File: config.mk
export PLATFORM = sky130hd
export DESIGN_NAME = csrf_framer
export DESIGN_NICKNAME = d
export VERILOG_FILES = /design/src/csrf_pkg.sv /design/src/csrf_checksum.sv /design/src/csrf_framer.sv
export SDC_FILE = /design/constraint.sdc
export NUM_CORES = 1
export LEC_CHECK = 0
export BUFFER_PORTS_ARGS = -buffer_cell sky130_fd_sc_hd__buf_2
export CORE_AREA = 2 2 200 202
export DETAILED_ROUTE_END_ITERATION = 16
export DIE_AREA = 0 0 202 204
export HOLD_SLACK_MARGIN = 0.15
export PLACE_DENSITY = 0.4
export REMOVE_ABC_BUFFERS = 1
export SLEW_MARGIN = 20
export SYNTH_ARGS = -nofsm -noshare
export SYNTH_HDL_FRONTEND = slang
export SYNTH_SLANG_ARGS = --single-unit
File: constraint.sdc
create_clock -name mclk -period 6.7 [get_ports mclk]
set_input_delay 1.34 -clock mclk [delete_from_list [all_inputs] [get_ports mclk]]
set_output_delay 1.34 -clock mclk [all_outputs]
set_load 0.01 [all_outputs]
File: src/csrf_pkg.sv
// Package for the configuration settings reply framer.
// Assumes one core clock; the framer takes its layout figures from here.
package csrf_pkg;

  // Reply shape
  localparam int unsigned MSG_BYTES = 3;
  localparam int unsigned MSG_COUNT = 23;
  localparam int unsigned REPLY_LEN = MSG_BYTES * MSG_COUNT;
  localparam logic [7:0] CMD_CODE = 8'h4B;
  localparam logic [7:0] MSG_TOTAL = 8'h17;

  // Byte offsets (zero based) of each field start and of the last byte, and field lengths
  localparam logic [6:0] OFS_STATUS = 7'h00;
  localparam logic [6:0] OFS_CMD = 7'h01;
  localparam logic [6:0] OFS_COUNT = 7'h02;
  localparam logic [6:0] OFS_WORDS = 7'h03;
  localparam logic [6:0] OFS_SEF_RATIO = 7'h23;
  localparam logic [6:0] OFS_NAME = 7'h25;
  localparam logic [6:0] OFS_OCI = 7'h34;
  localparam logic [6:0] OFS_RESID_RATIO = 7'h35;
  localparam logic [6:0] OFS_SPARE = 7'h37;
  localparam logic [6:0] OFS_CONTRAST = 7'h39;
  localparam logic [6:0] OFS_RELAY_PW = 7'h3B;
  localparam logic [6:0] OFS_TEST_PW = 7'h3F;
  localparam logic [6:0] OFS_CHECKSUM = 7'h43;
  localparam logic [6:0] OFS_LAST = 7'h44;
  localparam int unsigned WORD_COUNT = 16;
  localparam int unsigned NAME_LEN = 15;
  localparam int unsigned PW_LEN = 4;

  // Fill and reset values
  localparam logic [7:0] SPARE_FILL = 8'h00;
  localparam logic [15:0] SUM_RESET = 16'h0000;
  localparam logic [6:0] IDX_RESET = 7'h00;

  // Checksum selection
  localparam logic [1:0] CK_SUM = 2'h0;
  localparam logic [1:0] CK_XOR = 2'h1;

  // Flag word and button byte bit positions
  localparam int unsigned FLG_PROT_RMS = 0;
  localparam int unsigned FLG_PW_VIEW = 14;
  localparam int unsigned FLG_RESERVED = 11;
  localparam int unsigned OCI_CTRL_BTN = 0;
  localparam int unsigned OCI_BRKR_BTN = 1;

  // Settings image, in reply order
  typedef struct packed {
    logic [15:0] phaseCurrentTransformerRatio;
    logic [15:0] neutralCurrentTransformerRatio;
    logic [15:0] voltageTransformerRatio;
    logic [15:0] voltageTransformerConnection;
    logic [15:0] posSeqReactance;
    logic [15:0] posSeqResistance;
    logic [15:0] zeroSeqReactance;
    logic [15:0] zeroSeqResistance;
    logic [15:0] lineDistance;
    logic [15:0] tripFailTime;
    logic [15:0] closeFailTime;
    logic [15:0] phaseRotation;
    logic [15:0] configFlags;
    logic [15:0] alternateGroupOneEnable;
    logic [15:0] alternateGroupTwoEnable;
    logic [15:0] demandTimeConstant;
    logic [15:0] sefCurrentTransformerRatio;
    logic [NAME_LEN*8-1:0] unitName;
    logic [7:0] operatorControlInterfaceCfg;
    logic [15:0] residualVoltageTransformerRatio;
    logic [15:0] displayContrast;
    logic [PW_LEN*8-1:0] relayPassword;
    logic [PW_LEN*8-1:0] testPassword;
  } csrf_settings_t;

  // Outgoing byte stream
  typedef struct packed {
    logic valid;
    logic [7:0] data;
    logic first;
    logic last;
  } csrf_byte_t;

endpackage

File: src/csrf_checksum.sv
// Running checksum over reply bytes.
// Assumes bytes arrive one per accepted beat, cleared at reply start.
`timescale 1ns/1ns
`default_nettype none
module csrf_checksum (
  // Clock and reset
  input wire logic mclk,
  input wire logic sys_rst,
  // Control
  input wire logic [1:0] ckMode,
  input wire logic clear,
  input wire logic take,
  input wire logic [7:0] dataIn,
  // Result
  output logic [15:0] sum
);

  logic [15:0] sum_q;
  logic [15:0] sum_d;

  always_comb begin
    if (ckMode == csrf_pkg::CK_XOR) begin
      sum_d = sum_q ^ {8'h00, dataIn};
    end else begin
      sum_d = 16'(sum_q + {8'h00, dataIn});
    end
  end

  always_ff @(posedge mclk) begin
    if (sys_rst || clear) begin
      sum_q <= csrf_pkg::SUM_RESET;
    end else if (take) begin
      sum_q <= sum_d;
    end
  end

  assign sum = sum_q;

endmodule
`default_nettype wire

File: src/csrf_framer.sv
// Configuration settings reply framer: serialises the 23 message reply.
// Assumes settings are held stable by the caller while a reply runs.
`timescale 1ns/1ns
`default_nettype none
module csrf_framer (
  // Clock and reset
  input wire logic mclk,
  input wire logic sys_rst,
  // Request and status
  input wire logic startReq,
  input wire logic [7:0] relayStatus,
  input wire logic [1:0] ckMode,
  // Settings image
  input wire csrf_pkg::csrf_settings_t settings,
  // Byte stream out
  input wire logic txReady,
  output var csrf_pkg::csrf_byte_t txByte,
  output logic busy
);

  typedef enum logic [1:0] {ST_IDLE, ST_SEND, ST_WAIT} csrf_state_t;

  csrf_state_t state_q;
  logic [6:0] idx_q;
  logic [6:0] idx_d;
  csrf_pkg::csrf_byte_t out_q;
  logic busy_q;
  logic [7:0] status_q;
  logic [7:0] curByte;
  logic [15:0] ckSum;
  logic beatTaken;
  logic [15:0] flagsClean;
  logic [7:0] ociClean;

  // Pick one byte of a field by position
  function automatic logic [7:0] wordByte(input logic [15:0] w, input logic lowHalf);
    return lowHalf ? w[7:0] : w[15:8];
  endfunction

  function automatic logic [7:0] strByte(input logic [119:0] s, input logic [6:0] pos,
                                         input logic [6:0] len);
    logic [6:0] sel;
    sel = 7'(len - 7'h01 - pos);
    return s[sel*8 +: 8];
  endfunction

  // Reserved bits are forced to zero so the host never sees stale values
  always_comb begin
    flagsClean = settings.configFlags;
    flagsClean[csrf_pkg::FLG_RESERVED] = 1'b0;
    flagsClean[15] = 1'b0;
    ociClean = {6'h00, settings.operatorControlInterfaceCfg[csrf_pkg::OCI_BRKR_BTN],
                settings.operatorControlInterfaceCfg[csrf_pkg::OCI_CTRL_BTN]};
  end

  // Byte selected by reply position
  always_comb begin
    logic [15:0] words [csrf_pkg::WORD_COUNT];
    logic [6:0] rel;
    for (int i = 0; i < csrf_pkg::WORD_COUNT; i++) begin
      words[i] = 16'h0000;
    end
    rel = 7'h00;
    words[0] = settings.phaseCurrentTransformerRatio;
    words[1] = settings.neutralCurrentTransformerRatio;
    words[2] = settings.voltageTransformerRatio;
    words[3] = settings.voltageTransformerConnection;
    words[4] = settings.posSeqReactance;
    words[5] = settings.posSeqResistance;
    words[6] = settings.zeroSeqReactance;
    words[7] = settings.zeroSeqResistance;
    words[8] = settings.lineDistance;
    words[9] = settings.tripFailTime;
    words[10] = settings.closeFailTime;
    words[11] = settings.phaseRotation;
    words[12] = flagsClean;
    words[13] = settings.alternateGroupOneEnable;
    words[14] = settings.alternateGroupTwoEnable;
    words[15] = settings.demandTimeConstant;
    curByte = csrf_pkg::SPARE_FILL;
    if (idx_q == csrf_pkg::OFS_STATUS) begin
      curByte = status_q;
    end else if (idx_q == csrf_pkg::OFS_CMD) begin
      curByte = csrf_pkg::CMD_CODE;
    end else if (idx_q == csrf_pkg::OFS_COUNT) begin
      curByte = csrf_pkg::MSG_TOTAL;
    end else if (idx_q < csrf_pkg::OFS_SEF_RATIO) begin
      rel = 7'(idx_q - csrf_pkg::OFS_WORDS);
      curByte = wordByte(words[rel[4:1]], rel[0]);
    end else if (idx_q < csrf_pkg::OFS_NAME) begin
      rel = 7'(idx_q - csrf_pkg::OFS_SEF_RATIO);
      curByte = wordByte(settings.sefCurrentTransformerRatio, rel[0]);
    end else if (idx_q < csrf_pkg::OFS_OCI) begin
      rel = 7'(idx_q - csrf_pkg::OFS_NAME);
      curByte = strByte(settings.unitName, rel, 7'(csrf_pkg::NAME_LEN));
    end else if (idx_q == csrf_pkg::OFS_OCI) begin
      curByte = ociClean;
    end else if (idx_q < csrf_pkg::OFS_SPARE) begin
      rel = 7'(idx_q - csrf_pkg::OFS_RESID_RATIO);
      curByte = wordByte(settings.residualVoltageTransformerRatio, rel[0]);
    end else if (idx_q < csrf_pkg::OFS_CONTRAST) begin
      curByte = csrf_pkg::SPARE_FILL;
    end else if (idx_q < csrf_pkg::OFS_RELAY_PW) begin
      rel = 7'(idx_q - csrf_pkg::OFS_CONTRAST);
      curByte = wordByte(settings.displayContrast, rel[0]);
    end else if (idx_q < csrf_pkg::OFS_TEST_PW) begin
      rel = 7'(idx_q - csrf_pkg::OFS_RELAY_PW);
      curByte = strByte({88'h0, settings.relayPassword}, rel, 7'(csrf_pkg::PW_LEN));
    end else if (idx_q < csrf_pkg::OFS_CHECKSUM) begin
      rel = 7'(idx_q - csrf_pkg::OFS_TEST_PW);
      curByte = strByte({88'h0, settings.testPassword}, rel, 7'(csrf_pkg::PW_LEN));
    end else begin
      rel = 7'(idx_q - csrf_pkg::OFS_CHECKSUM);
      curByte = wordByte(ckSum, rel[0]);
    end
  end

  // Beat accepted when a valid byte meets ready
  assign beatTaken = out_q.valid && txReady;
  assign idx_d = 7'(idx_q + 7'h01);

  csrf_checksum uChecksum (
    .mclk(mclk),
    .sys_rst(sys_rst),
    .ckMode(ckMode),
    .clear(state_q == ST_IDLE),
    .take(state_q == ST_SEND && idx_q < csrf_pkg::OFS_CHECKSUM),
    .dataIn(curByte),
    .sum(ckSum)
  );

  // Sequencer: one byte loaded per SEND, held until accepted
  always_ff @(posedge mclk) begin
    if (sys_rst) begin
      state_q <= ST_IDLE;
      idx_q <= csrf_pkg::IDX_RESET;
    end else begin
      unique case (state_q)
        ST_IDLE: begin
          idx_q <= csrf_pkg::IDX_RESET;
          if (startReq) begin
            state_q <= ST_SEND;
          end
        end
        ST_SEND: begin
          state_q <= ST_WAIT;
        end
        ST_WAIT: begin
          if (beatTaken) begin
            if (idx_q == csrf_pkg::OFS_LAST) begin
              state_q <= ST_IDLE;
            end else begin
              idx_q <= idx_d;
              state_q <= ST_SEND;
            end
          end
        end
      endcase
    end
  end

  // Status snapshot at request so byte 1/1 is coherent
  always_ff @(posedge mclk) begin
    if (sys_rst) begin
      status_q <= 8'h00;
    end else if (state_q == ST_IDLE && startReq) begin
      status_q <= relayStatus;
    end
  end

  // Output byte register
  always_ff @(posedge mclk) begin
    if (sys_rst) begin
      out_q <= '0;
    end else if (state_q == ST_SEND) begin
      out_q.valid <= 1'b1;
      out_q.data <= curByte;
      out_q.first <= (idx_q == csrf_pkg::OFS_STATUS);
      out_q.last <= (idx_q == csrf_pkg::OFS_LAST);
    end else if (beatTaken) begin
      out_q <= '0;
    end
  end

  always_ff @(posedge mclk) begin
    if (sys_rst) begin
      busy_q <= 1'b0;
    end else if (state_q == ST_IDLE) begin
      busy_q <= startReq;
    end else if (state_q == ST_WAIT && beatTaken && idx_q == csrf_pkg::OFS_LAST) begin
      busy_q <= 1'b0;
    end
  end

  assign txByte = out_q;
  assign busy = busy_q;

endmodule
`default_nettype wire

* Word level (Yosys, flattened, before mapping)
Cells that the tools add are included.
Cells by class: add/sub/neg operators 13, $lt $le $gt $ge 9, shift operators 3, multiplexer cells 32, reductions and logical operators 13, equality and inequality tests 10, bitwise logic cells 2
Operators by type and width (number):
- 120-bit by 11-bit indexed part select with 8-bit output | 3
- 8-bit two-way mux | 17
- 16-bit binary-select mux with 4-bit select | 1
- 7-bit by 6-bit less-than comparator with 1-bit output, second input constant | 7
- 16-bit two-way mux | 3
- 11-bit two-way mux | 2
- 7-bit by 6-bit subtractor with 7-bit output, second input constant | 3
- 16-bit by 8-bit adder with 16-bit output | 1
- 16-bit by 8-bit bitwise XOR with 16-bit output | 1
- 7-bit two-way mux | 2
- 7-bit case mux with 2 select lines | 1
- 2-bit by 7-bit subtractor with 7-bit output, first input constant | 2
- 7-bit by 1-bit adder with 7-bit output, second input constant | 1
- 7-bit by 1-bit == test with 1-bit output, second input constant | 1
- 7-bit by 2-bit == test with 1-bit output, second input constant | 1
- 7-bit by 6-bit == test with 1-bit output, second input constant | 1
- 7-bit == test, second input constant | 1
- 7-bit logical NOT | 1
- 7-bit less-than comparator, second input constant | 1
- 4-bit by 7-bit subtractor with 7-bit output, first input constant | 1
- 2-bit inequality test, second input constant | 3
- 2-bit case mux with 3 select lines | 1
- 2-bit nonzero test | 3
- 5-bit greater-or-equal comparator, second input constant | 1
- 12 further kinds | 23
Storage, ports and cells: flip-flop bits (word level) 45, bits of input ports 510, word-level logic and storage cells 91, output and inout bits 12

* Logic depth before layout (Yosys ltp)
depth in word-level cells 17, depth in mapped cells 23, depth with buffers taken out 20

* Modules after synthesis
From an unflattened synthesis, not the netlist that was laid out.
Second synthesis, totals: cells, all modules 916, area, all modules 7269.5 µm²
Modules (own cells, without submodules):
- csrf_framer | seq. area each 580.6 µm², area each 6258.5 µm², cells each 796, times used 1
- csrf_checksum | seq. area each 320.3 µm², area each 1011.0 µm², cells each 120, times used 1

* Worst setup path before layout
OpenSTA, ideal clock, no wires.
path type reg-to-reg, start point register idx_q[0], end point register uChecksum.sum_q[12] (netlist: uChecksum.sum[12]), clock period less this slack 4620 ps, data arrival time 4492 ps, path slack 2080 ps, stages on the path, launching flop included 24, buffers on the path 4, required time 6572 ps, setup time 128 ps, cells stage by stage dfxtp_1 > buf_2 > buf_4 > inv_2 > ha_1 > clkbuf_1 > clkbuf_1 > mux4_2 > inv_1 > o221ai_1 > o21ai_0 > nand2_1 > nor3_1 > nor2_1 > ha_1 > fa_1 > and3_1 > o211ai_1 > a21boi_0 > o21ai_0 > a21oi_1 > nand3_1 > xor2_1 > nor2_1
Between the ends: longest elaborated chain between the ends 17, elaborated cells between the ends (all ways) 50, classes of those cells add/sub (12); order compare (8); eq/ne (3); shift (3); mux (21); bitwise (1); reduce/logical (2)
Ends and longest elaborated chain:
- from (decl) | line csrf_framer.sv:24 | logic [6:0] idx_q;
- from (signal assigned) | line csrf_framer.sv:136 | idx_q <= csrf_pkg::IDX_RESET;
- from (signal assigned) | line csrf_framer.sv:140 | idx_q <= csrf_pkg::IDX_RESET;
- from (signal assigned) | line csrf_framer.sv:153 | idx_q <= idx_d;
- 7-bit by 6-bit subtractor with 7-bit output | line csrf_framer.sv:110 | rel = 7'(idx_q - csrf_pkg::OFS_TEST_PW);
- 2-bit by 7-bit subtractor with 7-bit output | line csrf_framer.sv:43 | sel = 7'(len - 7'h01 - pos);
- 120-bit by 11-bit indexed part select with 8-bit output | line csrf_framer.sv:44 | return s[sel*8 +: 8];
- 8-bit two-way mux | line csrf_framer.sv:109 | end else if (idx_q < csrf_pkg::OFS_CHECKSUM) begin
- 8-bit two-way mux | line csrf_framer.sv:106 | end else if (idx_q < csrf_pkg::OFS_TEST_PW) begin
- 8-bit two-way mux | line csrf_framer.sv:103 | end else if (idx_q < csrf_pkg::OFS_RELAY_PW) begin
- 8-bit two-way mux | line csrf_framer.sv:101 | end else if (idx_q < csrf_pkg::OFS_CONTRAST) begin
- 8-bit two-way mux | line csrf_framer.sv:98 | end else if (idx_q < csrf_pkg::OFS_SPARE) begin
- 8-bit two-way mux | line csrf_framer.sv:96 | end else if (idx_q == csrf_pkg::OFS_OCI) begin
- 8-bit two-way mux | line csrf_framer.sv:93 | end else if (idx_q < csrf_pkg::OFS_OCI) begin
- 8-bit two-way mux | line csrf_framer.sv:90 | end else if (idx_q < csrf_pkg::OFS_NAME) begin
- 8-bit two-way mux | line csrf_framer.sv:87 | end else if (idx_q < csrf_pkg::OFS_SEF_RATIO) begin
- 8-bit two-way mux | line csrf_framer.sv:85 | end else if (idx_q == csrf_pkg::OFS_COUNT) begin
- 8-bit two-way mux | line csrf_framer.sv:83 | end else if (idx_q == csrf_pkg::OFS_CMD) begin
- 8-bit two-way mux | line csrf_framer.sv:81 | if (idx_q == csrf_pkg::OFS_STATUS) begin
- 16-bit by 8-bit adder with 16-bit output | line csrf_checksum.sv:25 | sum_d = 16'(sum_q + {8'h00, dataIn});
- 16-bit two-way mux | line csrf_checksum.sv:22 | if (ckMode == csrf_pkg::CK_XOR) begin
- to (signal assigned) | line csrf_checksum.sv:31 | sum_q <= csrf_pkg::SUM_RESET;
- to (signal assigned) | line csrf_checksum.sv:33 | sum_q <= sum_d;
- to (decl) | line csrf_checksum.sv:18 | logic [15:0] sum_q;
Several ways; a longest one is shown, not always the timed one. The select of a mux whose other input is x is not followed. A chain may end at the register's enable or synchronous reset.

* Final worst setup path
start point register idx_q[2], end point register uChecksum.sum_q[15] (netlist: uChecksum.sum[15])
Same word-level chain as after synthesis.

==> impl_metrics.csv <==
group,metric,value,unit
yosys,syn_area,0.007112,mm²
yosys,avgSynthCellArea,7.590,µm²
pwr,total_power,0.0009090,W
global_routing,grt_pass1_vias,9799,
pwr,cellPowerDensity,86.74,mW/mm²
sta,fin_worst_skew,0.005633,ns
sta,fin_crit_sh,0.8358,
final_layout,utilization,0.2675,
pwr,power_leakage,4.864,nW
yosys,yosysWarningCount,0,
min_path,hold_path.class,"reg2reg",
worst_setup_path,path_max_fanout,12,
sta,whs,0.4756,ns
sta,drv_slew,0,
placed_design,port_buffers,513,
final_layout,nets,1944,
drt,routedWlPerCell,22.32,µm
clock_network,cts_root_buf,"clkbuf_16",
drt,via_per_inst,4.878,
worst_setup_path,cp.required,6.92,ns
final_layout,fillCellCount,4461,
floorplanning,die_x,202,µm
final_layout,finalInstanceArea,0.01048,mm²
final_layout,final_layout_size_suffix_gt1_frac,0.4407,
drt,drt-pass1-iter-count,4,
floorplanning,core,0.03918,mm²
floorplanning,pin_count,522,
yosys,synthTopCellsByArea,"mux4_2 17%, dfxtp_1 13%, mux2i_1 11%",
sta,relSlewSlack,0.4430,
pwr,ir_drop,0.0001007,V
clock_network,cts-htree-levels,2,
sta,max_freq,178.6,MHz
drt,wl,43510,µm
status,status,"complete, no violations",
yosys,ys_types,67,
sta,setup_viol,0,
global_routing,grt_first_pass_wirelength,62360,µm
yosys,ys.flop_type,"dfxtp_1",
sta,worst_slew_pin_slew,0.8354,ns
final_layout,syn2layout_area_growth,47.36,%
sta,layout_setup_ws,1.100,ns
placed_design,place_congestion,0.8757,
worst_setup_path,worst_setup_path_start_kind,"flop",
sta,hold_viol_final,0,
global_routing,track_usage,0.2033,
yosys,ys_seq_area_frac,0.1267,
placed_design,pre_cts_slack,1.043,ns
placed_design,postPlaceCellArea,0.01027,mm²
clock_network,clk_latency,0.29,ns
job,cap_violations,0,
worst_setup_path,path_class,"reg2reg",
yosys,ys_top_cells_by_count,"185 x nand2_1, 77 x a21oi_1, 75 x mux2i_1",
floorplanning,start_util,0.1815,
worst_setup_path,worstPathArrival,5.82,ns
sta,grt_setup_unrepaired,"false",
drt,drc,0,
yosys,ys_seq_elements,45,
yosys,ys_async_sr_fraction,0,
yosys,syn-instance-count,937,
floorplanning,rows,73,
yosys,synth_edf_count,0,
floorplanning,die_area,0.04121,mm²
global_routing,overflow,0,
clock_network,cts_tree,"yes",
yosys,synth.largest_area_cell,"mux4_2",
yosys,netlist.area_leader.share,0.1678,
drt,drtAntennaViolNets,0,
clock_network,post_cts_buffers,0,
global_routing,grt_start_max_net_pins,65,
clock_network,cts_hold_buf,0,
clock_network,post_cts_resized,0,
clock_network,clock_path_buffers,2,
worst_setup_path,critPathCaptureType,"flop",
yosys,yosysMostFrequentCell,"nand2_1",
floorplanning,die_height,204,µm
placed_design,dp_hpwl,37470,µm
clock_network,cts_sinks,45,
drt,dr_total_vias,9507,
clock_network,numCtsBuffers,5,
clock_network,cts.clk_slew.worst_paths,0.07,ns
sta,period_minus_slack,5.600,ns
global_routing,antenna_found_initial,17,
drt,initialDrtViolationCount,479,
[cell usage in the layout, fill, tap and decap left out, types with 8 or more instances in the layout]
| cell | instances |
|---|---|
| xor2_1 | 8 |
| a21o_1 | 9 |
| nand4_1 | 13 |
| nand2_1 | 185 |
| dfxtp_1 | 43 |
| and3_1 | 13 |
| nor4_1 | 9 |
| nor3_1 | 11 |
| diode_2 | 8 |
| inv_1 | 16 |
| a211oi_1 | 12 |
| ha_1 | 17 |
| a21oi_1 | 77 |
| mux2_2 | 10 |
| o22ai_1 | 16 |
| mux2i_1 | 75 |
| nor2_1 | 61 |
| a31oi_1 | 16 |
| a32oi_1 | 8 |
| o21ai_0 | 32 |
| buf_2 | 513 |
| mux4_2 | 53 |
| nor2b_1 | 20 |
| nand3_1 | 48 |
| buf_4 | 20 |
[worst max-delay path, cell delays in order (launching register included)]
cell and delay (ns):
dfxtp_1 0.61, clkinv_1 0.12, buf_4 0.22, ha_1 0.34
nor4b_1 0.23, or3_1 0.47, o21ai_1 0.42, nor2b_1 0.11
o31ai_1 0.56, and3_1 0.23, nand3_1 0.09, a22o_1 0.26
ha_1 0.33, a21oi_1 0.10, o21bai_1 0.13, a21oi_1 0.11
o21ai_0 0.28, a21oi_1 0.25, or4_1 0.51, a21oi_1 0.14
[kinds of logic (layout without fill, tap and decap cells)]
group,after synthesis,count (layout),share of synthesized area
simple gates,390,390,0.2505
mux,138,138,0.2892
other cells,0,8,0
xor+xnor,18,18,0.02322
flops,45,45,0.1267
buf+inv,83,562,0.05084
compound gates,244,244,0.2250
fa+ha+maj,19,19,0.03448
[worst paths after layout]
check                           slack [ns]  startpoint                 to  cells after the start
worst max-delay path                  1.10    idx_q[2]  uChecksum.sum[15]                     19
worst min-delay path                  0.48   txByte[8]          txByte[8]                      2
worst max register to register        1.10    idx_q[2]  uChecksum.sum[15]                     19
worst min register to register        0.48   txByte[8]          txByte[8]                      2
[report_power, final]
part           internal (W)  switching (W)  leakage (nW)  total (W)
registers          0.000276     0.00000997         0.366   0.000286
clock network      0.000213       0.000107        0.0938   0.000321
logic              0.000171       0.000132          4.40   0.000303
[routing by layer]
layer / vias to the layer above / share of wire / track usage / routed length, µm
met5: - / 0.00087 / 0 / 38
li1: 4517 / - / - / -
met2: 379 / 0.47 / 0.3374 / 20470
met4: 6 / 0.021 / 0.04911 / 925
met3: 58 / 0.070 / 0.04735 / 3045
met1: 4547 / 0.44 / 0.2662 / 19030
[final cells by class]
class / count / area [µm²] / area share
clock inverters: 3 / 65.06 / 0.006208
clock buffers: 5 / 125.1 / 0.01194
repair buffers: 535 / 2758 / 0.2631
well taps: 525 / 656.9 / 0.06268
multi-input cells: 809 / 5878 / 0.5609
diodes: 8 / 20.02 / 0.001910
flip-flops and latches: 45 / 905.9 / 0.08644
inverters: 19 / 71.32 / 0.006805
[state kept, by name, summed over array words and instances, names as in the netlist]
register       cells
idx_q              7
status_q           8
txByte            11
state_q            2
uChecksum.sum     16
busy               1
[metrics by stage]
stage	std cells	TNS [ns]
final	1949	0
after global routing	1946	0
after CTS	1941	0
after detailed placement	1933	0
after global placement	1933	0
after floorplan	873	-43.66
Note: power is estimated with default switching activity, not from simulation.
